===== src/verilog/sgc_pkg.sv =====
// constants shared by the switch global control block
package sgc_pkg;
    // ------------------------------------------------------------
    // register indices and byte addresses
    // ------------------------------------------------------------
    localparam logic [7:0] SGC_IDX_CTRL_ONE  = 8'h03;               // global_control_one index
    localparam logic [7:0] SGC_IDX_CTRL_TWO  = 8'h04;               // global_control_two index
    localparam logic [7:0] SGC_ADDR_CTRL_ONE = 8'(SGC_IDX_CTRL_ONE * 4); // byte address 0x0C
    localparam logic [7:0] SGC_ADDR_CTRL_TWO = 8'(SGC_IDX_CTRL_TWO * 4); // byte address 0x10

    // ------------------------------------------------------------
    // field positions, global_control_one
    // ------------------------------------------------------------
    localparam int SGC_B_PASS_ALL  = 7;                             // forward every frame not blocked by port-vlan
    localparam int SGC_B_JUMBO_2K  = 6;                             // 2k byte frames
    localparam int SGC_B_TX_FC_DIS = 5;                             // transmit pause off
    localparam int SGC_B_RX_FC_DIS = 4;                             // receive pause off
    localparam int SGC_B_LEN_CHK   = 3;                             // length field check
    localparam int SGC_B_AGE_EN    = 2;                             // aging enable
    localparam int SGC_B_FAST_AGE  = 1;                             // fast aging
    localparam int SGC_B_AGGR_BO   = 0;                             // aggressive back-off
    // field positions, global_control_two
    localparam int SGC_B_UCAST_PV  = 7;                             // unicast port-vlan

    // ------------------------------------------------------------
    // values after reset (strap bits filled in after release)
    // ------------------------------------------------------------
    localparam logic [7:0] SGC_RST_CTRL_ONE = 8'h04;                // only aging enabled
    localparam logic [7:0] SGC_RST_CTRL_TWO = 8'h80;                // vlan confinement on
    localparam logic [7:0] SGC_CTRL_TWO_RW  = 8'h80;                // implemented bits

    // ------------------------------------------------------------
    // frame limits
    // ------------------------------------------------------------
    localparam logic [15:0] SGC_LEN_FIELD_MAX = 16'd1500;           // below: length, else type
    localparam logic [15:0] SGC_SIZE_2K       = 16'd2048;           // 2k byte frame limit
    localparam logic [15:0] SGC_SIZE_STD      = 16'd1536;           // limit without 2k support

    // ------------------------------------------------------------
    // aging timing
    // ------------------------------------------------------------
    localparam longint SGC_CLK_MHZ      = 100;                      // core clock rate
    localparam longint SGC_FAST_AGE_US  = 800;                      // fast aging interval
    localparam longint SGC_NORM_AGE_S   = 300;                      // normal aging interval
    localparam longint SGC_FAST_AGE_CYC = SGC_FAST_AGE_US * SGC_CLK_MHZ;
    localparam longint SGC_NORM_AGE_CYC = SGC_NORM_AGE_S * 1000000 * SGC_CLK_MHZ;
    localparam int     SGC_AGE_W        = 35;                       // age counter width
endpackage


===== src/verilog/sgc_age_tick.sv =====
// aging tick generator: one pulse per aging interval
module sgc_age_tick
    import sgc_pkg::*;
#(
    parameter logic [SGC_AGE_W-1:0] FAST_CYC = SGC_AGE_W'(SGC_FAST_AGE_CYC), // fast interval
    parameter logic [SGC_AGE_W-1:0] NORM_CYC = SGC_AGE_W'(SGC_NORM_AGE_CYC)  // normal interval
)(
    input  wire logic i_clk,              // core clock
    input  wire logic i_sys_rst,          // async reset, active high
    input  wire logic i_enable,           // aging enabled
    input  wire logic i_fast,             // fast interval selected
    output logic      o_tick              // one-cycle aging pulse
);
    // ------------------------------------------------------------
    // counter
    // ------------------------------------------------------------
    logic [SGC_AGE_W-1:0] cnt_r, cnt_nxt; // cycles since last tick
    logic                 tick_r, tick_nxt; // tick pulse
    logic [SGC_AGE_W-1:0] limit;          // active interval

    // next values: count while enabled, wrap at interval
    always_comb begin
        limit    = i_fast ? FAST_CYC : NORM_CYC;
        cnt_nxt  = cnt_r;
        tick_nxt = 1'b0;
        if (!i_enable) begin
            cnt_nxt = '0;                 // disabled: hold cleared
        end else if (cnt_r >= limit - SGC_AGE_W'(1)) begin
            cnt_nxt  = '0;                // interval elapsed
            tick_nxt = 1'b1;
        end else begin
            cnt_nxt = cnt_r + SGC_AGE_W'(1);
        end
    end

    // registers
    always_ff @(posedge i_clk or posedge i_sys_rst) begin
        if (i_sys_rst) begin
            cnt_r  <= '0;
            tick_r <= 1'b0;
        end else begin
            cnt_r  <= cnt_nxt;
            tick_r <= tick_nxt;
        end
    end

    assign o_tick = tick_r;
endmodule


===== src/verilog/sgc_strap_cap.sv =====
// strap capture: samples the strap pins once after reset release
module sgc_strap_cap
    import sgc_pkg::*;
(
    input  wire logic i_clk,              // core clock
    input  wire logic i_sys_rst,          // async reset, active high
    input  wire logic i_flow_strap,       // flow control strap level
    input  wire logic i_backoff_strap,    // back-off strap level
    output logic      o_load,             // one-cycle load pulse
    output logic      o_flow_dflt,        // captured flow strap
    output logic      o_backoff_dflt      // captured back-off strap
);
    // ------------------------------------------------------------
    // state
    // ------------------------------------------------------------
    logic done_r, done_nxt;               // capture done
    logic load_r, load_nxt;               // load pulse
    logic flow_r, flow_nxt;               // flow strap value
    logic bo_r,   bo_nxt;                 // back-off strap value

    // next values: capture on the first edge after release
    always_comb begin
        done_nxt = 1'b1;
        load_nxt = ~done_r;
        flow_nxt = done_r ? flow_r : i_flow_strap;
        bo_nxt   = done_r ? bo_r   : i_backoff_strap;
    end

    // registers, constants only under reset
    always_ff @(posedge i_clk or posedge i_sys_rst) begin
        if (i_sys_rst) begin
            done_r <= 1'b0;
            load_r <= 1'b0;
            flow_r <= 1'b0;
            bo_r   <= 1'b0;
        end else begin
            done_r <= done_nxt;
            load_r <= load_nxt;
            flow_r <= flow_nxt;
            bo_r   <= bo_nxt;
        end
    end

    assign o_load         = load_r;
    assign o_flow_dflt    = flow_r;
    assign o_backoff_dflt = bo_r;
endmodule


===== src/verilog/sgc_top.sv =====
// switch global control registers with apb slave and frame policy
//
// Behaviour
// [RULE1] pass-all bit forwards every frame, resets zero; the code still drops frames blocked by port-vlan confinement
// [RULE2] bit six enables 2k byte frames
// [RULE3] bit five forces transmit pause off
// [RULE4] bit four forces receive pause off
// [RULE5] flow disable bits default from strap pin
// [RULE6] length check drops mismatching short frames
// [RULE7] bit two enables aging, resets one
// [RULE8] bit one selects 800 us fast aging
// [RULE9] bit zero aggressive back-off, strap default
// [RULE10] unicast port-vlan bit confines all packets
// [RULE11] clear bit lets known unicast cross
// [RULE12] bits read back last written value; the code reads global_control_two bits six to zero as zero
//
// The APB interface to the registers was decided locally.
module sgc_top
    import sgc_pkg::*;
#(
    parameter logic [SGC_AGE_W-1:0] FAST_AGE_CYC = SGC_AGE_W'(SGC_FAST_AGE_CYC), // fast interval
    parameter logic [SGC_AGE_W-1:0] NORM_AGE_CYC = SGC_AGE_W'(SGC_NORM_AGE_CYC)  // normal interval
)(
    input  wire logic        i_clk,                   // core clock 100 mhz
    input  wire logic        i_sys_rst,               // async reset, active high
    // apb slave
    input  wire logic        i_psel,                  // apb select
    input  wire logic        i_penable,               // apb enable
    input  wire logic        i_pwrite,                // apb direction
    input  wire logic [7:0]  i_paddr,                 // apb byte address
    input  wire logic [31:0] i_pwdata,                // apb write data
    output logic             o_pready,                // apb ready
    output logic [31:0]      o_prdata,                // apb read data
    output logic             o_pslverr,               // apb error, unmapped
    // straps
    input  wire logic        i_flow_control_strap_pin, // flow disable strap
    input  wire logic        i_backoff_strap_pin,      // back-off strap
    // auto-negotiation result
    input  wire logic        i_an_tx_pause,           // link resolved tx pause
    input  wire logic        i_an_rx_pause,           // link resolved rx pause
    // frame under decision
    input  wire logic        i_frm_valid,             // frame decision request
    input  wire logic        i_frm_err,               // frame has an error
    input  wire logic [15:0] i_frm_len_field,         // length/type field
    input  wire logic [15:0] i_frm_data_len,          // actual data length
    input  wire logic [15:0] i_frm_size,              // total frame size
    input  wire logic        i_frm_known_ucast,       // known unicast destination
    input  wire logic        i_frm_cross_vlan,        // target outside port-vlan
    output logic             o_frm_done,              // decision pulse
    output logic             o_frm_fwd,               // forward, valid with done
    // control outputs
    output logic             o_tx_pause_en,           // transmit pause active
    output logic             o_rx_pause_en,           // receive pause active
    output logic             o_pass_all,              // debug pass-all mode
    output logic             o_jumbo_2k_en,           // 2k frames accepted
    output logic             o_aggr_backoff_en,       // aggressive back-off
    output logic             o_aging_en,              // aging enabled
    output logic             o_fast_age,              // fast aging selected
    output logic             o_age_tick               // aging pulse
);
    // ------------------------------------------------------------
    // address decode
    // ------------------------------------------------------------
    // returns 1 when the address hits the given register
    function automatic logic sgc_hit(input logic [7:0] addr, input logic [7:0] reg_addr);
        sgc_hit = (addr == reg_addr);
    endfunction

    // ------------------------------------------------------------
    // register and bus state
    // ------------------------------------------------------------
    logic [7:0]  ctrl1_r, ctrl1_nxt;                  // global_control_one
    logic [7:0]  ctrl2_r, ctrl2_nxt;                  // global_control_two
    logic        pready_r, pready_nxt;                // ready in access phase
    logic [31:0] prdata_r, prdata_nxt;                // read data
    logic        pslverr_r, pslverr_nxt;              // error answer
    logic        strap_load;                          // strap load pulse
    logic        strap_flow;                          // captured flow strap
    logic        strap_bo;                            // captured back-off strap
    logic        setup;                               // apb setup cycle
    logic        commit;                              // access completes
    logic        hit1, hit2;                          // register hits

    assign setup  = i_psel & ~i_penable;
    assign commit = i_psel & i_penable & pready_r;
    assign hit1   = sgc_hit(i_paddr, SGC_ADDR_CTRL_ONE);
    assign hit2   = sgc_hit(i_paddr, SGC_ADDR_CTRL_TWO);

    // strap capture after reset release
    sgc_strap_cap u_strap (
        .i_clk           (i_clk),
        .i_sys_rst       (i_sys_rst),
        .i_flow_strap    (i_flow_control_strap_pin),
        .i_backoff_strap (i_backoff_strap_pin),
        .o_load          (strap_load),
        .o_flow_dflt     (strap_flow),
        .o_backoff_dflt  (strap_bo)
    );

    // ------------------------------------------------------------
    // apb answer: one wait-free access, data prepared in setup
    // ------------------------------------------------------------
    always_comb begin
        pready_nxt  = setup;                          // ready next cycle
        prdata_nxt  = prdata_r;
        pslverr_nxt = 1'b0;
        if (setup) begin
            pslverr_nxt = ~(hit1 | hit2);             // unmapped address
            if (!i_pwrite) begin
                if (hit1) begin
                    prdata_nxt = {24'h000000, ctrl1_r}; // RULE12
                end else if (hit2) begin
                    prdata_nxt = {24'h000000, ctrl2_r}; // RULE12
                end else begin
                    prdata_nxt = 32'h00000000;        // unmapped reads zero
                end
            end
        end
    end

    always_ff @(posedge i_clk or posedge i_sys_rst) begin
        if (i_sys_rst) begin
            pready_r  <= 1'b0;
            prdata_r  <= 32'h00000000;
            pslverr_r <= 1'b0;
        end else begin
            pready_r  <= pready_nxt;
            prdata_r  <= prdata_nxt;
            pslverr_r <= pslverr_nxt;
        end
    end

    // ------------------------------------------------------------
    // control registers
    // ------------------------------------------------------------
    always_comb begin
        ctrl1_nxt = ctrl1_r;
        ctrl2_nxt = ctrl2_r;
        if (strap_load) begin
            ctrl1_nxt[SGC_B_TX_FC_DIS] = strap_flow;  // RULE5
            ctrl1_nxt[SGC_B_RX_FC_DIS] = strap_flow;  // RULE5
            ctrl1_nxt[SGC_B_AGGR_BO]   = strap_bo;    // RULE9
        end
        if (commit && i_pwrite && hit1) begin
            ctrl1_nxt = i_pwdata[7:0];                // RULE12
        end
        if (commit && i_pwrite && hit2) begin
            ctrl2_nxt = i_pwdata[7:0] & SGC_CTRL_TWO_RW; // RULE12
        end
    end

    always_ff @(posedge i_clk or posedge i_sys_rst) begin
        if (i_sys_rst) begin
            ctrl1_r <= SGC_RST_CTRL_ONE;              // RULE1 RULE2 RULE7 RULE8
            ctrl2_r <= SGC_RST_CTRL_TWO;              // RULE10
        end else begin
            ctrl1_r <= ctrl1_nxt;
            ctrl2_r <= ctrl2_nxt;
        end
    end

    // ------------------------------------------------------------
    // aging
    // ------------------------------------------------------------
    sgc_age_tick #(
        .FAST_CYC (FAST_AGE_CYC),
        .NORM_CYC (NORM_AGE_CYC)
    ) u_age (
        .i_clk     (i_clk),
        .i_sys_rst (i_sys_rst),
        .i_enable  (ctrl1_r[SGC_B_AGE_EN]),           // RULE7
        .i_fast    (ctrl1_r[SGC_B_FAST_AGE]),         // RULE8
        .o_tick    (o_age_tick)
    );

    // ------------------------------------------------------------
    // pause resolution and frame decision
    // ------------------------------------------------------------
    logic        txp_r, txp_nxt;                      // tx pause enable
    logic        rxp_r, rxp_nxt;                      // rx pause enable
    logic        done_r, done_nxt;                    // decision pulse
    logic        fwd_r, fwd_nxt;                      // forward result
    logic        len_bad;                             // length mismatch
    logic        too_big;                             // over size limit
    logic        vlan_block;                          // port-vlan confinement
    logic [15:0] size_max;                            // active size limit

    always_comb begin
        txp_nxt    = i_an_tx_pause & ~ctrl1_r[SGC_B_TX_FC_DIS]; // RULE3
        rxp_nxt    = i_an_rx_pause & ~ctrl1_r[SGC_B_RX_FC_DIS]; // RULE4
        size_max   = ctrl1_r[SGC_B_JUMBO_2K] ? SGC_SIZE_2K : SGC_SIZE_STD; // RULE2
        too_big    = (i_frm_size > size_max);
        len_bad    = ctrl1_r[SGC_B_LEN_CHK]
                   & (i_frm_len_field < SGC_LEN_FIELD_MAX)
                   & (i_frm_len_field != i_frm_data_len); // RULE6
        vlan_block = i_frm_cross_vlan
                   & (ctrl2_r[SGC_B_UCAST_PV] | ~i_frm_known_ucast); // RULE10 RULE11
        done_nxt   = i_frm_valid;
        fwd_nxt    = fwd_r;
        if (i_frm_valid) begin
            if (ctrl1_r[SGC_B_PASS_ALL]) begin
                fwd_nxt = ~vlan_block;                // RULE1
            end else begin
                fwd_nxt = ~(i_frm_err | len_bad | too_big | vlan_block);
            end
        end
    end

    always_ff @(posedge i_clk or posedge i_sys_rst) begin
        if (i_sys_rst) begin
            txp_r  <= 1'b0;
            rxp_r  <= 1'b0;
            done_r <= 1'b0;
            fwd_r  <= 1'b0;
        end else begin
            txp_r  <= txp_nxt;
            rxp_r  <= rxp_nxt;
            done_r <= done_nxt;
            fwd_r  <= fwd_nxt;
        end
    end

    // ------------------------------------------------------------
    // outputs
    // ------------------------------------------------------------
    assign o_pready          = pready_r;
    assign o_prdata          = prdata_r;
    assign o_pslverr         = pslverr_r;
    assign o_frm_done        = done_r;
    assign o_frm_fwd         = fwd_r;
    assign o_tx_pause_en     = txp_r;
    assign o_rx_pause_en     = rxp_r;
    assign o_pass_all        = ctrl1_r[SGC_B_PASS_ALL];
    assign o_jumbo_2k_en     = ctrl1_r[SGC_B_JUMBO_2K];
    assign o_aggr_backoff_en = ctrl1_r[SGC_B_AGGR_BO];
    assign o_aging_en        = ctrl1_r[SGC_B_AGE_EN];
    assign o_fast_age        = ctrl1_r[SGC_B_FAST_AGE];
endmodule

===== config.mk =====
export PLATFORM = sky130hd
export DESIGN_NAME = sgc_top
export DESIGN_NICKNAME = d
export VERILOG_FILES = /design/src/verilog/sgc_pkg.sv /design/src/verilog/sgc_age_tick.sv /design/src/verilog/sgc_strap_cap.sv /design/src/verilog/sgc_top.sv
export SDC_FILE = /design/constraint.sdc
export NUM_CORES = 1
export LEC_CHECK = 0
export ABC_AREA = 1
export BUFFER_PORTS_ARGS = -buffer_cell sky130_fd_sc_hd__buf_4
export CORE_UTILIZATION = 47
export CTS_CLUSTER_DIAMETER = 150
export DETAILED_ROUTE_END_ITERATION = 7
export GPL_TIMING_DRIVEN = 0
export HOLD_SLACK_MARGIN = 0.1
export PLACE_DENSITY_LB_ADDON = 0.25
export SLEW_MARGIN = 10
export SYNTH_ARGS = -nofsm -noshare
export SYNTH_HDL_FRONTEND = slang
export SYNTH_SLANG_ARGS = --single-unit

===== constraint.sdc =====
create_clock -name i_clk -period 1.8 [get_ports i_clk]
set_input_delay 0.18 -clock i_clk [delete_from_list [all_inputs] [get_ports i_clk]]
set_output_delay 0.18 -clock i_clk [all_outputs]
set_load 0.02 [all_outputs]

==> results of run 1 <==
metal layers:
layer  share of wire (%)  vias up
met1                  41     2280
met2                  50      231
met4                 2.7        0
met5                   0        -
li1                    -     2459
met3                 6.9       38
cells by family (layout without fill, tap and decap cells):
logic type,after synthesis,in the layout,share of synthesized area [%]
AOI/OAI and AO/OA,44,44,5.96
xor gates and xnor gates,2,2,0.378
adders and majority gates,19,19,5.12
buffers and inverters,127,266,13.1
DFF,63,63,34.0
other,2,25,0.162
and+or+nand+nor,435,435,41.2
sequential cells by signal, indices dropped and copies added (netlist names):
name / flops
ctrl1_r: 8
ctrl2_r: 1
o_frm_done: 1
o_frm_fwd: 1
o_prdata: 8
o_pready: 1
o_pslverr: 1
o_rx_pause_en: 1
o_tx_pause_en: 1
u_age.cnt_r: 35
u_age.o_tick: 1
u_strap.done_r: 1
u_strap.o_backoff_dflt: 1
u_strap.o_flow_dflt: 1
u_strap.o_load: 1
synthesized netlist by cell type (2+ instances only):
cell type | instances | area (µm²)
nor3_2 | 2 | 20.0
xor2_1 | 2 | 17.5
nor2_1 | 116 | 435
nand3_1 | 48 | 240
buf_6 | 5 | 56.3
buf_4 | 24 | 180
ha_1 | 19 | 238
nand3b_1 | 2 | 15.0
buf_2 | 4 | 20.0
o21a_1 | 4 | 30.0
dfstp_2 | 2 | 52.6
dfrtp_1 | 61 | 1530
nand4_1 | 21 | 131
conb_1 | 2 | 7.51
nand2_1 | 201 | 754
nor2_2 | 8 | 50.1
nor3_1 | 18 | 90.1
nand2_2 | 5 | 31.3
a21oi_1 | 9 | 45.0
a21boi_0 | 2 | 15.0
clkbuf_1 | 3 | 11.3
nor2_4 | 4 | 45.0
inv_1 | 86 | 323
inv_2 | 4 | 15.0
a31oi_1 | 2 | 12.5
nor3b_1 | 3 | 22.5
o31ai_1 | 4 | 30.0
o21ai_0 | 17 | 85.1
what timing repair did:
item                                   in CTS  in global routing
setup buffers                               6                  0
pin swaps                                  15                 15
resized for setup                          58                 36
gates cloned                                3                  0
hold buffers                               16                  0
setup endpoints to repair                  36                 38
endpoints found under the hold margin      55                  0
power groups by stage:
| stage | clock network [mW] | logic (mW) | registers (mW) |
|---|---|---|---|
| global route | 1.54 | 0.537 | 1.46 |
| CTS | 1.48 | 0.481 | 1.46 |
| global placement | 0 | 0.417 | 1.49 |
| floorplan | 0 | 0.210 | 1.51 |
| finish | 1.45 | 0.489 | 1.46 |
| detailed placement | 0 | 0.443 | 1.49 |
final cells by class:
cell class / count / area share, %
plain buffers: 36 / 4.09
clock buffers: 9 / 1.89
clock inverters: 7 / 1.59
inverters: 91 / 5.32
multi-input cells: 525 / 44.5
flip-flops and latches: 63 / 24.2
well taps: 129 / 2.47
repair buffers: 123 / 16.0
worst min path at each step:
stage               cells after the start                         to        start
finish                                  4     ctrl2_r[7]$_DFFE_PP1P_   i_paddr[3]
global route                            3     ctrl1_r[5]$_DFFE_PP0P_  i_pwdata[5]
CTS                                     4     ctrl2_r[7]$_DFFE_PP1P_   i_paddr[2]
detailed placement                      2  u_age.cnt_r[22]$_DFF_PP0_    i_sys_rst
global placement                        1       o_frm_done$_DFF_PP0_  i_frm_valid
floorplan                               0       o_frm_done$_DFF_PP0_  i_frm_valid
worst reg2reg max path: cells and delay by family (launching register included):
kind | cells | cell delay [ps]
fa+ha+maj | 1 | 270
buf+inv | 2 | 360
simple gates | 7 | 810
flops | 1 | 530
stage by stage:
stage	area (µm²)	power, mW	utilization [%]	setup TNS [ps]
finish	6540	3.40	69.4	-9440
global route	6540	3.54	69.4	-12410
CTS	6380	3.43	67.8	-8290
detailed placement	5660	1.93	60.1	-9180
global placement	5610	1.91	59.6	-8070
floorplan	4730	1.72	-	-799
==> results by group, run 1 <==
Outcome
  – Status: finished with violations
  – Failing checks: negative setup slack

Drt
  – Post-DR wirelength/cell: 14.2 µm
  – Vias: 5008
  – DR pass1 iterations: 5
  – Post-Route WL: 14000 µm
  – Via/cell ratio: 5.09
  – Post-route ant nets: 0
  – Drt drc: 0
  – Drt initial violations: 364

Power and ir drop
  – Sw frac: 26.9%
  – Leak: 3.36 nW
  – Comb power frac: 14.4%
  – Clock share of power: 42.7%
  – Sequential fraction of design power: 42.9%
  – Peak supply drop: 0.000554 V
  – Sw power: 0.915 mW
  – Pwr Density: 521 mW/mm²
  – Cell-internal power: 2.49 mW

Floorplan
  – # IOs: 145
  – Starting Density: 49.3%
  – Die footprint: 0.0103 mm²
  – FP Rows: 35
  – Die W: 101 µm
  – Core area: 0.00942 mm²
  – Die Ht: 101 µm

Synthesis
  – Yosys warnings: 0
  – Synthesis-stage register bit count: 63
  – Post-synth EDFFs: 0
  – Post-Syn Area: 0.00464 mm²
  – Post-synthesis sequential area ratio: 34.0%
  – Synthesized area per cell: 6.71 µm²
  – Gate Count Post-Synth: 692
  – Share of flip-flops with an asynchronous set or reset: 100%
  – Top_reg_cell synth: dfrtp_1
  – Library cells used by synthesis: 42

Worst setup path
  – Delay-heaviest family, CP: simple AND/OR/NAND/NOR gates
  – Worst r2r path cells: 10
  – Crit path from: ctrl1_r[1]$_DFFE_PP0P_
  – Setup crit start kind: flip-flop
  – Crit path cell chain: buf_12 -> ha_4 -> nand4_1 -> nor2_1 -> nand2_1 -> nand2_2 -> nand2_2 -> nand4_4 -> buf_6 -> nor2_2
  – Buffer and inverter count on the worst path: 2
  – CP Class: flip-flop to flip-flop
  – Critical Path AT: 2320 ps
  – Most frequent CP cell: nand2_2
  – Worst Path Required: 2030 ps
  – R2R Setup Slk: -290 ps
  – Critical Path Sink: u_age.cnt_r[9]$_DFF_PP0_
  – Worst reg2reg startpoint: ctrl1_r[1]$_DFFE_PP0P_
  – Slowest cell on the critical path: dfrtp_4
  – CP peak stage delay: 530 ps
  – Reg-to-Reg End: u_age.cnt_r[9]$_DFF_PP0_
  – Critical Path Fanout Max: 8
  – CP Depth: 10
  – Critical path endpoint category: flip-flop

Layout
  – FILL cells: 779
  – Seq. cell area: 0.00158 mm²
  – Layout cells sized above 1: 29.9%
  – Most common cell after layout, fill and taps aside: nand2_1
  – ANT cells: 0
  – Commonest non-fill, non-tap cells in the layout: 190 x nand2_1, 122 x buf_4, 84 x nor2_1
  – Combined area of the multi-input logic cells: 0.00291 mm²
  – Layout area overhead: 40.9%
  – Non-Filler Instances: 983
  – Nets: 969

Clock tree
  – Htree depth: 3
  – Sink Count: 63
  – Num CTS Buffers: 9
  – Worst-path clk slew: 80 ps
  – Clk_lat worst skew: 350 ps
  – CTS root buf: clkbuf_8
  – Clk buf depth: 2
  – CTS tree: yes

Flow run
  – Number of max-cap violations: 0

STA
  – Pins Over Slew Limit: 0
  – Final setup violation count: 36
  – Relative slew slack: 59.5%
  – Tcrit/Tclk final: 116%
  – Slew @ Worst Pin: 608 ps
  – Hold Violations, Final: 0
  – Min cycle time layout: 2090 ps
  – Maximum clock rate: 0.478 GHz
  – RSZ-0062 raised after global routing: yes
  – Clock skew: 8.75 ps
  – Final WS setup: -292 ps
  – WHS: 128 ps

Place
  – Placed instance count: 942
  – Dpl ws: -291 ps
  – IO buf count: 96
  – Detailed Place HPWL: 9660 µm
  – GPL Wtd Cong: 0.980

Global routing
  – First-pass GRT wire length: 22700 µm
  – Met3 Use GR: 6.00%
  – GRT Max-Usage Layer: met2
  – GRT Util Overall: 28.6%
  – Met2 Track Usage GR: 49.9%
  – Vias in the first global route: 4893
  – GRT Residual Overflow: 0
  – GR Util met1: 35.0%
  – Largest net degree at the start of global routing: 35
  – Initial antenna violation count: 0

Hold path
  – Tightest Hold Check Type: input port to flip-flop
Power figures use the tool's default switching activity.
==> run 2, diff against run 1 <==
--- a/config.mk
+++ b/config.mk
@@ -7,7 +7,9 @@
 export LEC_CHECK = 0
 export ABC_AREA = 1
 export BUFFER_PORTS_ARGS = -buffer_cell sky130_fd_sc_hd__buf_4
-export CORE_UTILIZATION = 47
+export CELL_PAD_IN_SITES_DETAIL_PLACEMENT = 0
+export CELL_PAD_IN_SITES_GLOBAL_PLACEMENT = 1
+export CORE_UTILIZATION = 32
 export CTS_CLUSTER_DIAMETER = 150
 export DETAILED_ROUTE_END_ITERATION = 7
 export GPL_TIMING_DRIVEN = 0
==> results by group, run 2 (same netlist as run 1, synthesis figures left out) <==
Outcome
  – Status: finished with violations
  – Failing checks: negative setup slack

Worst setup path
  – Slowest cell on the critical path: dfrtp_4
  – Most frequent CP cell: buf_12
  – Crit path cell chain: buf_12 -> ha_4 -> nand4_1 -> nor3_2 -> nand3_2 -> nand4_4 -> buf_12 -> buf_8 -> nor2_2
  – Critical Path AT: 2330 ps
  – CP Class: flip-flop to flip-flop
  – Reg-to-Reg End: u_age.cnt_r[9]$_DFF_PP0_
  – CP Depth: 9
  – R2R Setup Slk: -320 ps
  – Critical Path Sink: u_age.cnt_r[9]$_DFF_PP0_
  – Worst Path Required: 2010 ps
  – Worst r2r path cells: 9
  – Worst reg2reg startpoint: ctrl1_r[1]$_DFFE_PP0P_
  – Delay-heaviest family, CP: simple AND/OR/NAND/NOR gates
  – Buffer and inverter count on the worst path: 3
  – Critical path endpoint category: flip-flop
  – Setup crit start kind: flip-flop
  – Crit path from: ctrl1_r[1]$_DFFE_PP0P_
  – Critical Path Fanout Max: 8
  – CP peak stage delay: 550 ps

Place
  – Dpl ws: -434 ps
  – Detailed Place HPWL: 10500 µm
  – Placed instance count: 993
  – GPL Wtd Cong: 0.861
  – IO buf count: 96

Drt
  – Post-route ant nets: 0
  – Via/cell ratio: 4.60
  – Drt initial violations: 215
  – Vias: 4751
  – Post-Route WL: 13900 µm
  – Post-DR wirelength/cell: 13.5 µm
  – Drt drc: 0
  – DR pass1 iterations: 4

Power and ir drop
  – Leak: 3.40 nW
  – Peak supply drop: 0.000522 V
  – Power, Total: 3.84 mW
  – Pwr Density: 573 mW/mm²

Clock tree
  – Clk buf depth: 2
  – Htree depth: 3
  – Worst-path clk slew: 60 ps
  – Num CTS Buffers: 9
  – CTS root buf: clkbuf_16
  – Sink Count: 63
  – CTS tree: yes
  – Clk_lat worst skew: 330 ps

Layout
  – Non-Filler Instances: 1032
  – Max FFs per register: 35
  – Finished Core Util: 47.9%
  – Most common cell after layout, fill and taps aside: nand2_1
  – Nets: 967
  – Commonest non-fill, non-tap cells in the layout: 192 x nand2_1, 122 x buf_4, 87 x nor2_1
  – Reg with most FFs: u_age.cnt_r
  – Layout area overhead: 44.5%
  – FILL cells: 1422
  – Layout cells sized above 1: 29.7%
  – ANT cells: 0

Floorplan
  – # IOs: 145
  – Die Ht: 122 µm
  – Core area: 0.0140 mm²
  – FP Rows: 43
  – Starting Density: 33.2%
  – Die footprint: 0.0150 mm²
  – Die W: 122 µm

STA
  – Pins Over Slew Limit: 0
  – Final setup violation count: 36
  – Slew @ Worst Pin: 631 ps
  – Maximum clock rate: 0.472 GHz
  – Final WS setup: -320 ps
  – Hold Violations, Final: 0
  – Relative slew slack: 58.0%
  – Min cycle time layout: 2120 ps
  – Clock skew: 4.84 ps
  – RSZ-0062 raised after global routing: yes
  – Tcrit/Tclk final: 118%
  – Setup TNS: -10740 ps

Global routing
  – Initial antenna violation count: 0
  – First-pass GRT wire length: 23100 µm
  – Largest net degree at the start of global routing: 31
  – GRT Util Overall: 19.7%
  – GRT Residual Overflow: 0
  – Vias in the first global route: 4863

Flow run
  – Number of max-cap violations: 0

Hold path
  – Hold Path Depth: 3
  – Tightest Hold Check Type: input port to flip-flop
## run 2: worst reg2reg max path, cell delays in order (launching register included)
cell and delay (ps):
dfrtp_4 550, buf_12 190, ha_4 280, nand4_1 170, nor3_2 250, nand3_2 110
nand4_4 110, buf_12 160, buf_8 140, nor2_2 50
## run 2: metal layers
layer  global-route usage, %  wire [µm]  part of all wire [%]
met4                    6.48        192                   1.4
met2                    33.0       6580                    47
met3                    4.74        875                   6.3
met5                       0          0                     0
met1                    24.8       6240                    45
## run 2: repair_timing
item                                   CTS  global route
hold buffers                            13             0
gates cloned                             1             2
pin swaps                               10            13
gates resized for setup                 40            45
setup buffers                            6             1
setup endpoints to repair               36            39
endpoints found under the hold margin   46             0
## run 2: area by class of cell
| type | count | area [µm²] | area share [%] |
|---|---|---|---|
| Buffer | 36 | 279 | 4.16 |
| Clock buffer | 11 | 243 | 3.62 |
| Clock inverter | 5 | 81.3 | 1.21 |
| Inverter | 91 | 345 | 5.15 |
| Multi-Input combinational cell | 525 | 2900 | 43.2 |
| Sequential cell | 63 | 1580 | 23.6 |
| Tap cell | 180 | 225 | 3.36 |
| Timing Repair Buffer | 121 | 1050 | 15.7 |
## run 2: worst min path at each step
stage | slack, ps | start | to
after global routing | 120 | i_pwdata[0] | ctrl1_r[0]$_DFFE_PP0P_
after CTS | 100 | i_pwdata[0] | ctrl1_r[0]$_DFFE_PP0P_
after global placement | 300 | i_frm_valid | o_frm_done$_DFF_PP0_
after detailed placement | 130 | i_sys_rst | o_prdata[3]$_DFFE_PP0P_
final | 110 | i_pwdata[0] | ctrl1_r[0]$_DFFE_PP0P_
after floorplan | 210 | i_frm_valid | o_frm_done$_DFF_PP0_
## run 2: stage by stage
stage                     instance area [µm²]  hold WS [ps]
after floorplan                          4730           211
after global placement                   5680           299
after detailed placement                 5720           126
after CTS                                6480           100
after global routing                     6710           115
final                                    6710           106
## run 2: power by group
part	internal, mW	total (mW)	leakage, nW	switching (mW)
clock network	1.25	1.91	0.156	0.655
logic	0.245	0.474	2.41	0.229
registers	1.45	1.47	0.828	0.0201
total	2.94	3.84	3.40	0.904
